--- config.mk ---
export PLATFORM = sky130hd
export DESIGN_NAME = ftlc_coder
export DESIGN_NICKNAME = d
export VERILOG_FILES = /design/src/ftlc_pkg.sv /design/src/ftlc_buf.sv /design/src/ftlc_coder.sv /design/src/ftlc_line.sv
export SDC_FILE = /design/constraint.sdc
export NUM_CORES = 1
export LEC_CHECK = 0
export ABC_AREA = 1
export BUFFER_PORTS_ARGS = -buffer_cell sky130_fd_sc_hd__buf_2
export CAP_MARGIN = 0
export CORE_UTILIZATION = 47
export CTS_BUF_LIST = sky130_fd_sc_hd__clkbuf_8 sky130_fd_sc_hd__clkbuf_16
export CTS_CLUSTER_SIZE = 40
export DETAILED_ROUTE_END_ITERATION = 8
export MAX_ROUTING_LAYER = met4
export PLACE_DENSITY = 0.66
export SYNTH_ARGS = -nofsm -noshare
export SYNTH_HDL_FRONTEND = slang
export SYNTH_SLANG_ARGS = --single-unit
--- constraint.sdc ---
create_clock -name core_clk_in -period 1.8 [get_ports core_clk_in]
set_clock_uncertainty 0.05 [all_clocks]
set_input_delay 0.36 -clock core_clk_in [delete_from_list [all_inputs] [get_ports core_clk_in]]
set_output_delay 0.36 -clock core_clk_in [all_outputs]
set_load 0.02 [all_outputs]
--- src/ftlc_pkg.sv ---
// Shared constants, code-group table and coder functions for the line coder.
package ftlc_pkg;

  // ==========================================================================
  // Code-groups
  localparam logic [4:0] CG_IDLE = 5'h1F;
  localparam logic [4:0] CG_J = 5'h18;
  localparam logic [4:0] CG_K = 5'h11;
  localparam logic [4:0] CG_T = 5'h0D;
  localparam logic [4:0] CG_R = 5'h07;
  localparam logic [4:0] CG_HALT = 5'h04;
  localparam logic [3:0] NIB_JK = 4'h5;
  localparam logic [3:0] NIB_CTRL = 4'h0;

  // ==========================================================================
  // Serializer, scrambler and reset values
  localparam int SYM_BITS = 5;
  localparam logic [2:0] SYM_LAST = 3'h4;
  localparam int LFSR_W = 11;
  localparam int LFSR_TAP = 8;
  localparam logic [5:0] SEED_LOW = 6'h01;
  localparam logic [1:0] SEED_WAIT = 2'h3;
  localparam logic [1:0] MLT_ZERO = 2'h0;
  localparam logic [1:0] MLT_POS = 2'h1;
  localparam logic [1:0] MLT_NEG = 2'h3;

  // ==========================================================================
  // Timing
  localparam int CLK_PERIOD_NS = 100;
  localparam int SD_QUAL_NS = 1000;
  localparam int SD_QUAL_CYC = (SD_QUAL_NS + CLK_PERIOD_NS - 1) / CLK_PERIOD_NS;

  typedef enum logic [2:0] {
    FTLC_IDLE = 3'b000,
    FTLC_J = 3'b001,
    FTLC_K = 3'b010,
    FTLC_DATA = 3'b011,
    FTLC_T = 3'b100,
    FTLC_R = 3'b101
  } ftlc_state_t;

  function automatic logic [4:0] ftlc_enc(input logic [3:0] nib);
    logic [4:0] cg;
    cg = CG_HALT;
    case (nib)
      4'h0: cg = 5'h1E;
      4'h1: cg = 5'h09;
      4'h2: cg = 5'h14;
      4'h3: cg = 5'h15;
      4'h4: cg = 5'h0A;
      4'h5: cg = 5'h0B;
      4'h6: cg = 5'h0E;
      4'h7: cg = 5'h0F;
      4'h8: cg = 5'h12;
      4'h9: cg = 5'h13;
      4'hA: cg = 5'h16;
      4'hB: cg = 5'h17;
      4'hC: cg = 5'h1A;
      4'hD: cg = 5'h1B;
      4'hE: cg = 5'h1C;
      default: cg = 5'h1D;
    endcase
    return cg;
  endfunction : ftlc_enc

  // Result is {invalid, halt, nibble}.
  function automatic logic [5:0] ftlc_dec(input logic [4:0] cg);
    logic [5:0] r;
    r = {2'b10, NIB_CTRL};
    case (cg)
      5'h1E: r = {2'b00, 4'h0};
      5'h09: r = {2'b00, 4'h1};
      5'h14: r = {2'b00, 4'h2};
      5'h15: r = {2'b00, 4'h3};
      5'h0A: r = {2'b00, 4'h4};
      5'h0B: r = {2'b00, 4'h5};
      5'h0E: r = {2'b00, 4'h6};
      5'h0F: r = {2'b00, 4'h7};
      5'h12: r = {2'b00, 4'h8};
      5'h13: r = {2'b00, 4'h9};
      5'h16: r = {2'b00, 4'hA};
      5'h17: r = {2'b00, 4'hB};
      5'h1A: r = {2'b00, 4'hC};
      5'h1B: r = {2'b00, 4'hD};
      5'h1C: r = {2'b00, 4'hE};
      5'h1D: r = {2'b00, 4'hF};
      CG_J, CG_K: r = {2'b00, NIB_JK};
      CG_IDLE, CG_T, CG_R: r = {2'b00, NIB_CTRL};
      CG_HALT: r = {2'b01, NIB_CTRL};
      default: r = {2'b10, NIB_CTRL};
    endcase
    return r;
  endfunction : ftlc_dec

endpackage : ftlc_pkg
--- src/ftlc_buf.sv ---
// Two-entry buffer with valid and ready on both sides.
`timescale 1ns/1ps
module ftlc_buf #(
  parameter int W = 5
) (
  // Clock and reset
  input wire logic core_clk_in,
  input wire logic rst_n_in,
  // Fill side
  input wire logic in_valid_in,
  output logic in_ready_out,
  input wire logic [W-1:0] in_data_in,
  // Drain side
  output logic out_valid_out,
  input wire logic out_ready_in,
  output logic [W-1:0] out_data_out
);
  logic [W-1:0] mem_r [2];
  logic wr_ptr_r;
  logic rd_ptr_r;
  logic [1:0] cnt_r;
  wire push = in_valid_in && in_ready_out;
  wire pop = out_valid_out && out_ready_in;

  assign in_ready_out = (cnt_r != 2'h2);
  assign out_valid_out = (cnt_r != 2'h0);
  assign out_data_out = mem_r[rd_ptr_r];

  always_ff @(posedge core_clk_in or negedge rst_n_in) begin
    if (!rst_n_in) begin
      wr_ptr_r <= 1'b0;
      rd_ptr_r <= 1'b0;
      cnt_r <= 2'h0;
    end else begin
      if (push) wr_ptr_r <= ~wr_ptr_r;
      if (pop) rd_ptr_r <= ~rd_ptr_r;
      cnt_r <= cnt_r + {1'b0, push} - {1'b0, pop};
    end
  end

  always_ff @(posedge core_clk_in) begin
    if (push) mem_r[wr_ptr_r] <= in_data_in;
  end
endmodule : ftlc_buf

--- src/ftlc_coder.sv ---
// Fast Ethernet transmit line coder: 4B5B encoder, serializer and receive decoder.
`timescale 1ns/1ps
module ftlc_coder (
  // Clock and reset
  input wire logic core_clk_in,
  input wire logic rst_n_in,
  // MAC transmit nibbles
  input wire logic mac_tx_valid_in,
  output logic mac_tx_ready_out,
  input wire logic mac_tx_en_in,
  input wire logic [3:0] mac_txd_in,
  // Straps and analog status
  input wire logic [4:0] phy_address_straps_in,
  input wire logic energy_in,
  output logic signal_detect_out,
  // Line side
  output logic line_pos_out,
  output logic line_neg_out,
  output logic line_nrzi_out,
  output logic [1:0] loopback_mlt_out,
  output logic line_bit_valid_out,
  // Receive code-groups
  input wire logic rx_code_valid_in,
  input wire logic [4:0] rx_code_in,
  output logic rx_nibble_valid_out,
  output logic [3:0] rx_nibble_out,
  output logic rx_halt_out,
  output logic rx_invalid_out
);
  import ftlc_pkg::*;

  // ==========================================================================
  // Strap capture
  // Straps are caught after reset release, never as a reset value.
  logic [4:0] strap_s1_r;
  logic [4:0] strap_s2_r;
  logic [1:0] seed_cnt_r;
  logic seeded_r;
  wire seed_load = !seeded_r && (seed_cnt_r == SEED_WAIT);
  wire [LFSR_W-1:0] seed_val = {strap_s2_r, SEED_LOW};

  always_ff @(posedge core_clk_in or negedge rst_n_in) begin
    if (!rst_n_in) begin
      strap_s1_r <= 5'h0_0;
      strap_s2_r <= 5'h0_0;
      seed_cnt_r <= 2'h0;
      seeded_r <= 1'b0;
    end else begin
      strap_s1_r <= phy_address_straps_in;
      strap_s2_r <= strap_s1_r;
      if (!seeded_r) seed_cnt_r <= seed_cnt_r + 2'h1;
      if (seed_load) seeded_r <= 1'b1;
    end
  end

  // ==========================================================================
  // Input buffer
  logic buf_valid;
  logic buf_ready;
  logic [4:0] buf_data;
  wire buf_en = buf_data[4];
  wire [3:0] buf_nib = buf_data[3:0];

  ftlc_buf #(.W(5)) u_buf (
    .core_clk_in(core_clk_in),
    .rst_n_in(rst_n_in),
    .in_valid_in(mac_tx_valid_in),
    .in_ready_out(mac_tx_ready_out),
    .in_data_in({mac_tx_en_in, mac_txd_in}),
    .out_valid_out(buf_valid),
    .out_ready_in(buf_ready),
    .out_data_out(buf_data)
  );

  // ==========================================================================
  // Encoder state machine and serializer
  ftlc_state_t state_r;
  ftlc_state_t state_nxt;
  logic [2:0] bit_cnt_r;
  logic [4:0] sh_r;
  logic [4:0] code_nxt;
  logic pop_sel;
  wire sym_tick = seeded_r && (bit_cnt_r == SYM_LAST);
  wire frame_nib = buf_valid && buf_en;
  wire frame_end = buf_valid && !buf_en;

  always_comb begin
    state_nxt = state_r;
    code_nxt = CG_IDLE;
    pop_sel = 1'b0;
    case (state_r)
      FTLC_IDLE, FTLC_R: begin
        if (state_r == FTLC_IDLE && frame_nib) begin
          state_nxt = FTLC_J;
          code_nxt = CG_J;
          pop_sel = 1'b1;
        end else begin
          state_nxt = FTLC_IDLE;
          code_nxt = CG_IDLE;
          pop_sel = (state_r == FTLC_IDLE) && frame_end;
        end
      end
      FTLC_J: begin
        state_nxt = FTLC_K;
        code_nxt = CG_K;
        pop_sel = buf_valid;
      end
      FTLC_K, FTLC_DATA: begin
        if (frame_nib) begin
          state_nxt = FTLC_DATA;
          code_nxt = ftlc_enc(buf_nib);
          pop_sel = 1'b1;
        end else if (frame_end) begin
          state_nxt = FTLC_T;
          code_nxt = CG_T;
        end else begin
          // A starved frame is marked bad rather than stretched silently.
          state_nxt = FTLC_DATA;
          code_nxt = CG_HALT;
        end
      end
      FTLC_T: begin
        state_nxt = FTLC_R;
        code_nxt = CG_R;
      end
      default: begin
        state_nxt = FTLC_IDLE;
        code_nxt = CG_IDLE;
      end
    endcase
  end

  assign buf_ready = sym_tick && pop_sel;

  always_ff @(posedge core_clk_in or negedge rst_n_in) begin
    if (!rst_n_in) begin
      state_r <= FTLC_IDLE;
      bit_cnt_r <= 3'h0;
      sh_r <= CG_IDLE;
    end else if (seeded_r) begin
      bit_cnt_r <= sym_tick ? 3'h0 : bit_cnt_r + 3'h1;
      if (sym_tick) begin
        state_r <= state_nxt;
        sh_r <= code_nxt;
      end else begin
        sh_r <= {sh_r[3:0], 1'b0};
      end
    end
  end

  ftlc_line u_line (
    .core_clk_in(core_clk_in),
    .rst_n_in(rst_n_in),
    .seed_load_in(seed_load),
    .seed_in(seed_val),
    .bit_en_in(seeded_r),
    .nrz_bit_in(sh_r[4]),
    .nrzi_out(line_nrzi_out),
    .pos_out(line_pos_out),
    .neg_out(line_neg_out),
    .mlt_out(loopback_mlt_out)
  );
  assign line_bit_valid_out = seeded_r;

  // ==========================================================================
  // Receive decoder
  wire [5:0] dec_res = ftlc_dec(rx_code_in);

  always_ff @(posedge core_clk_in or negedge rst_n_in) begin
    if (!rst_n_in) begin
      rx_nibble_valid_out <= 1'b0;
      rx_nibble_out <= 4'h0;
      rx_halt_out <= 1'b0;
      rx_invalid_out <= 1'b0;
    end else begin
      rx_nibble_valid_out <= rx_code_valid_in;
      if (rx_code_valid_in) begin
        rx_nibble_out <= dec_res[3:0];
        rx_halt_out <= dec_res[4];
        rx_invalid_out <= dec_res[5];
      end
    end
  end

  // ==========================================================================
  // Signal detect qualifier
  // Link pulses are far shorter than the qualifying time, so they never count.
  logic energy_s1_r;
  logic energy_s2_r;
  logic [7:0] sd_cnt_r;
  logic sd_r;

  always_ff @(posedge core_clk_in or negedge rst_n_in) begin
    if (!rst_n_in) begin
      energy_s1_r <= 1'b0;
      energy_s2_r <= 1'b0;
      sd_cnt_r <= 8'h00;
      sd_r <= 1'b0;
    end else begin
      energy_s1_r <= energy_in;
      energy_s2_r <= energy_s1_r;
      if (!energy_s2_r) sd_cnt_r <= 8'h00;
      else if (sd_cnt_r != 8'(SD_QUAL_CYC)) sd_cnt_r <= sd_cnt_r + 8'h01;
      sd_r <= energy_s2_r && (sd_cnt_r == 8'(SD_QUAL_CYC));
    end
  end
  assign signal_detect_out = sd_r;
endmodule : ftlc_coder

--- src/ftlc_line.sv ---
// Scrambler, NRZI encoder and MLT-3 splitter for the serial line stream.
`timescale 1ns/1ps
module ftlc_line (
  // Clock and reset
  input wire logic core_clk_in,
  input wire logic rst_n_in,
  // Seed and serial input
  input wire logic seed_load_in,
  input wire logic [ftlc_pkg::LFSR_W-1:0] seed_in,
  input wire logic bit_en_in,
  input wire logic nrz_bit_in,
  // Line side
  output logic nrzi_out,
  output logic pos_out,
  output logic neg_out,
  output logic [1:0] mlt_out
);
  import ftlc_pkg::*;

  logic [LFSR_W-1:0] lfsr_r;
  logic nrzi_r;
  logic [1:0] mlt_r;
  logic last_pos_r;

  // ==========================================================================
  // Scrambler and NRZI
  wire key_bit = lfsr_r[LFSR_W-1];
  wire fb_bit = lfsr_r[LFSR_W-1] ^ lfsr_r[LFSR_TAP];
  wire scr_bit = nrz_bit_in ^ key_bit;
  wire [1:0] mlt_nxt = (mlt_r != MLT_ZERO) ? MLT_ZERO : (last_pos_r ? MLT_NEG : MLT_POS);

  always_ff @(posedge core_clk_in or negedge rst_n_in) begin
    if (!rst_n_in) begin
      lfsr_r <= '1;
      nrzi_r <= 1'b0;
      mlt_r <= MLT_ZERO;
      last_pos_r <= 1'b0;
    end else if (seed_load_in) begin
      lfsr_r <= seed_in;
    end else if (bit_en_in) begin
      lfsr_r <= {lfsr_r[LFSR_W-2:0], fb_bit};
      // The NRZI stage has no bypass path at all.
      if (scr_bit) nrzi_r <= ~nrzi_r;
      if (scr_bit) mlt_r <= mlt_nxt;
      if (scr_bit && mlt_r == MLT_ZERO) last_pos_r <= ~last_pos_r;
    end
  end

  assign nrzi_out = nrzi_r;
  assign mlt_out = mlt_r;
  // Only MLT-3 leaves on the pair; each side carries alternate ones.
  assign pos_out = (mlt_r == MLT_POS);
  assign neg_out = (mlt_r == MLT_NEG);
endmodule : ftlc_line

==> out/metrics.cfg <==
[timing]
rsz0062_at_grt = false
finalHoldViolations = 0
relSlewSlack_pct = 67.7
tightestPinTransition_ps = 483
min_period_ps = 1720
timing.fmax_ghz = 0.581
hold_ws_ps = 70.0
maxSlewViolCount = 0
setup_violations = 0
tns_ps = 0
fin_ws_ps = 79.6
finalCritPeriodShare_pct = 95.6

[final_layout]
final_nets = 451
nFillCells = 635
seqCellArea_um2 = 1850
multiInputGateArea_um2 = 1280
final_common_cell = nand2_1
area_delta_synth_final_pct = 15.0
n_antenna_cell = 0
final_util_pct = 56.6
drive_gt1_share_pct = 22.7
mostFrequentLayoutCells = nand2_1 (103), inv_1 (48), dfrtp_1 (45), buf_2 (34), nor2_1 (24)

[critical_path]
cp.arrival_ps = 1900
crit_path_end_kind = register
critPathRequiredTime_ps = 1980
worstPathCellList = nor2_4 > inv_2 > nand2_4 > nand2_1 > nand3_2 > inv_1 > ha_1 > inv_1 > ha_1 > xnor2_1
critPathLaunchType = register
slowest_delay_ps = 430
critPathMaxFanout = 4
critical_path_class = reg2reg
cpMaxStageDelayCell = dfrtp_1

[yosys]
ys_types = 36
yosysSeqAreaShare_pct = 54.6
synth_nets = 404
syn_inst = 371
netlist_area_um2 = 3380
avgSynthCellArea_um2 = 9.11
ys_top_cells_by_area = dfrtp_1 (33%), dfstp_2 (12%), nand2_1 (11%)
synth-seq-cells = 71
yosys.area.top_type_share_pct = 33.3
yosysWarnings = 0
yosysTopAreaCell = dfrtp_1

[route]
ant_nets = 0
drc = 0
vias_per_cell = 4.76
drt_iter0_drc = 173
finalWirelength_um = 5810
dr_total_vias = 2468
drt-pass1-iter-count = 4
wire_per_inst_um = 11.2

[clock_network]
cts_buffers = 9
cts_sinks = 71
h-tree-depth = 3
clkLatencyLatePin_ps = 350
cts_tree = built
root_buffer = clkbuf_8
cts_resized = 0
clk_pin_slew_worst_paths_ps = 70
clockBufferDepth = 2

[die]
initial_core_util_pct = 49.2
num_io_pins = 35
fp.dieH_um = 86.8
num_rows = 30
core_area_um2 = 6870
die_w_um = 86.8
dieArea_um2 = 7530

[global_routing]
grt_max_degree = 62
antenna_found_initial = 0
grt_usage_pct = 18.0
grt_pass1_wl_um = 10100
overflow = 0
grt_pass1_vias = 2399

[placed_design]
io_buffers = 34
place_ws_ps = 75.1
globalplace.congestion = 0.822
place_hpwl_um = 4160

[pwr]
power.total_mw = 4.83
p_per_area_nw_per_um2 = 1240
p_leak_nw = 1.91
irDropWorstVdd_mv = 0.590

[min_path]
hp-class = in2reg

[outcome]
status = finished clean

[run]
cap_violations = 0

Yosys cell counts, drive strengths merged:
| master | instances |
|---|---|
| dfstp | 16 |
| ha | 13 |
| buf | 6 |
| nor2 | 33 |
| o221ai | 1 |
| xor2 | 3 |
| a31oi | 2 |
| nand2 | 108 |
| a22oi | 1 |
| o21ai | 21 |
| o211ai | 5 |
| nand3 | 22 |
| o22ai | 6 |
| nor3 | 3 |
| nand4 | 4 |
| a21oi | 10 |
| edfxtp | 10 |
| o2111ai | 1 |
| inv | 53 |
| clkinv | 1 |
| xnor2 | 4 |
| dfrtp | 45 |
| a211oi | 1 |
| clkbuf | 1 |
| nor3b | 1 |
per-layer routing:
layer	wire [um]	vias up	track usage (%)
li1	-	1278	-
met1	2890	1146	22.5
met2	2690	36	28.1
met3	150	8	4.29
met4	87	0	7.42
met5	0	-	-
final cells by class:
| cell class | instances | area share, % |
|---|---|---|
| clock buffers | 10 | 3.54 |
| clock inverters | 6 | 1.13 |
| inverters | 54 | 5.22 |
| multi-input cells | 239 | 33.0 |
| flip-flops and latches | 71 | 47.5 |
| well taps | 96 | 3.09 |
| repair buffers | 43 | 6.51 |
cells by family (layout without fill, tap and decap cells):
logic type | after synthesis | count (layout) | synth area share, %
AO/OA/AOI/OAI | 48 | 48 | 8.59
XOR/XNOR | 7 | 7 | 1.81
adder cells (fa/ha/maj) | 13 | 13 | 4.81
buffers and inverters | 61 | 113 | 7.44
flip-flops | 71 | 71 | 54.6
AND/OR/NAND/NOR | 171 | 171 | 22.7
metrics by stage:
step                      cells  cell area (um^2)
final                       519              3880
after global routing        519              3880
after CTS                   519              3880
after detailed placement    502              3690
after global placement      502              3690
after floorplan             371              3380
power breakdown:
part / internal, mW / switching (mW) / total [mW]
registers: 2.01 / 0.208 / 2.22
logic: 0.544 / 0.919 / 1.46
clock network: 0.542 / 0.600 / 1.14
flip-flops by register name, indices dropped and copies added, names as in the netlist, 2 cells and up:
register        count
sd_cnt_r            8
u_line.lfsr_r      11
bit_cnt_r           3
sh_r                5
u_line.mlt_out      2
u_buf.cnt_r         2
rx_nibble_out       4
strap_s2_r          5
state_r             3
strap_s1_r          5
u_buf.mem_r        10
seed_cnt_r          2
worst paths after layout:
path | from | endpoint | slack [ps] | depth (start not counted)
min in group asynchronous | rst_n_in | u_line.mlt_out[1]$_DFFE_PN0P_ | 510 | 3
hold reg to reg | strap_s1_r[1]$_DFF_PN0_ | strap_s2_r[1]$_DFF_PN0_ | 300 | 0
setup / recovery | u_buf.cnt_r[1]$_DFF_PN0_ | u_buf.cnt_r[1]$_DFF_PN0_ | 80 | 10
setup reg to reg | u_buf.cnt_r[1]$_DFF_PN0_ | u_buf.cnt_r[1]$_DFF_PN0_ | 80 | 10
hold / removal | phy_address_straps_in[4] | strap_s1_r[4]$_DFF_PN0_ | 70 | 1
max in group asynchronous | rst_n_in | u_line.lfsr_r[2]$_DFFE_PN1P_ | 890 | 3
timing repair:
| action | 4_1_cts | 5_1_grt |
|---|---|---|
| hold endpoints to repair | 45 | 0 |
| setup buffers | 0 | 0 |
| hold buffers | 1 | 0 |
critical path, delay by kind of cell, from the launching register on:
family                   cells  cell delay [ps]
XOR/XNOR                     1              120
AND/OR/NAND/NOR              4              400
buffers and inverters        3              160
flip-flops                   1              430
adder cells (fa/ha/maj)      2              450
Power figures use the tool's default switching activity.
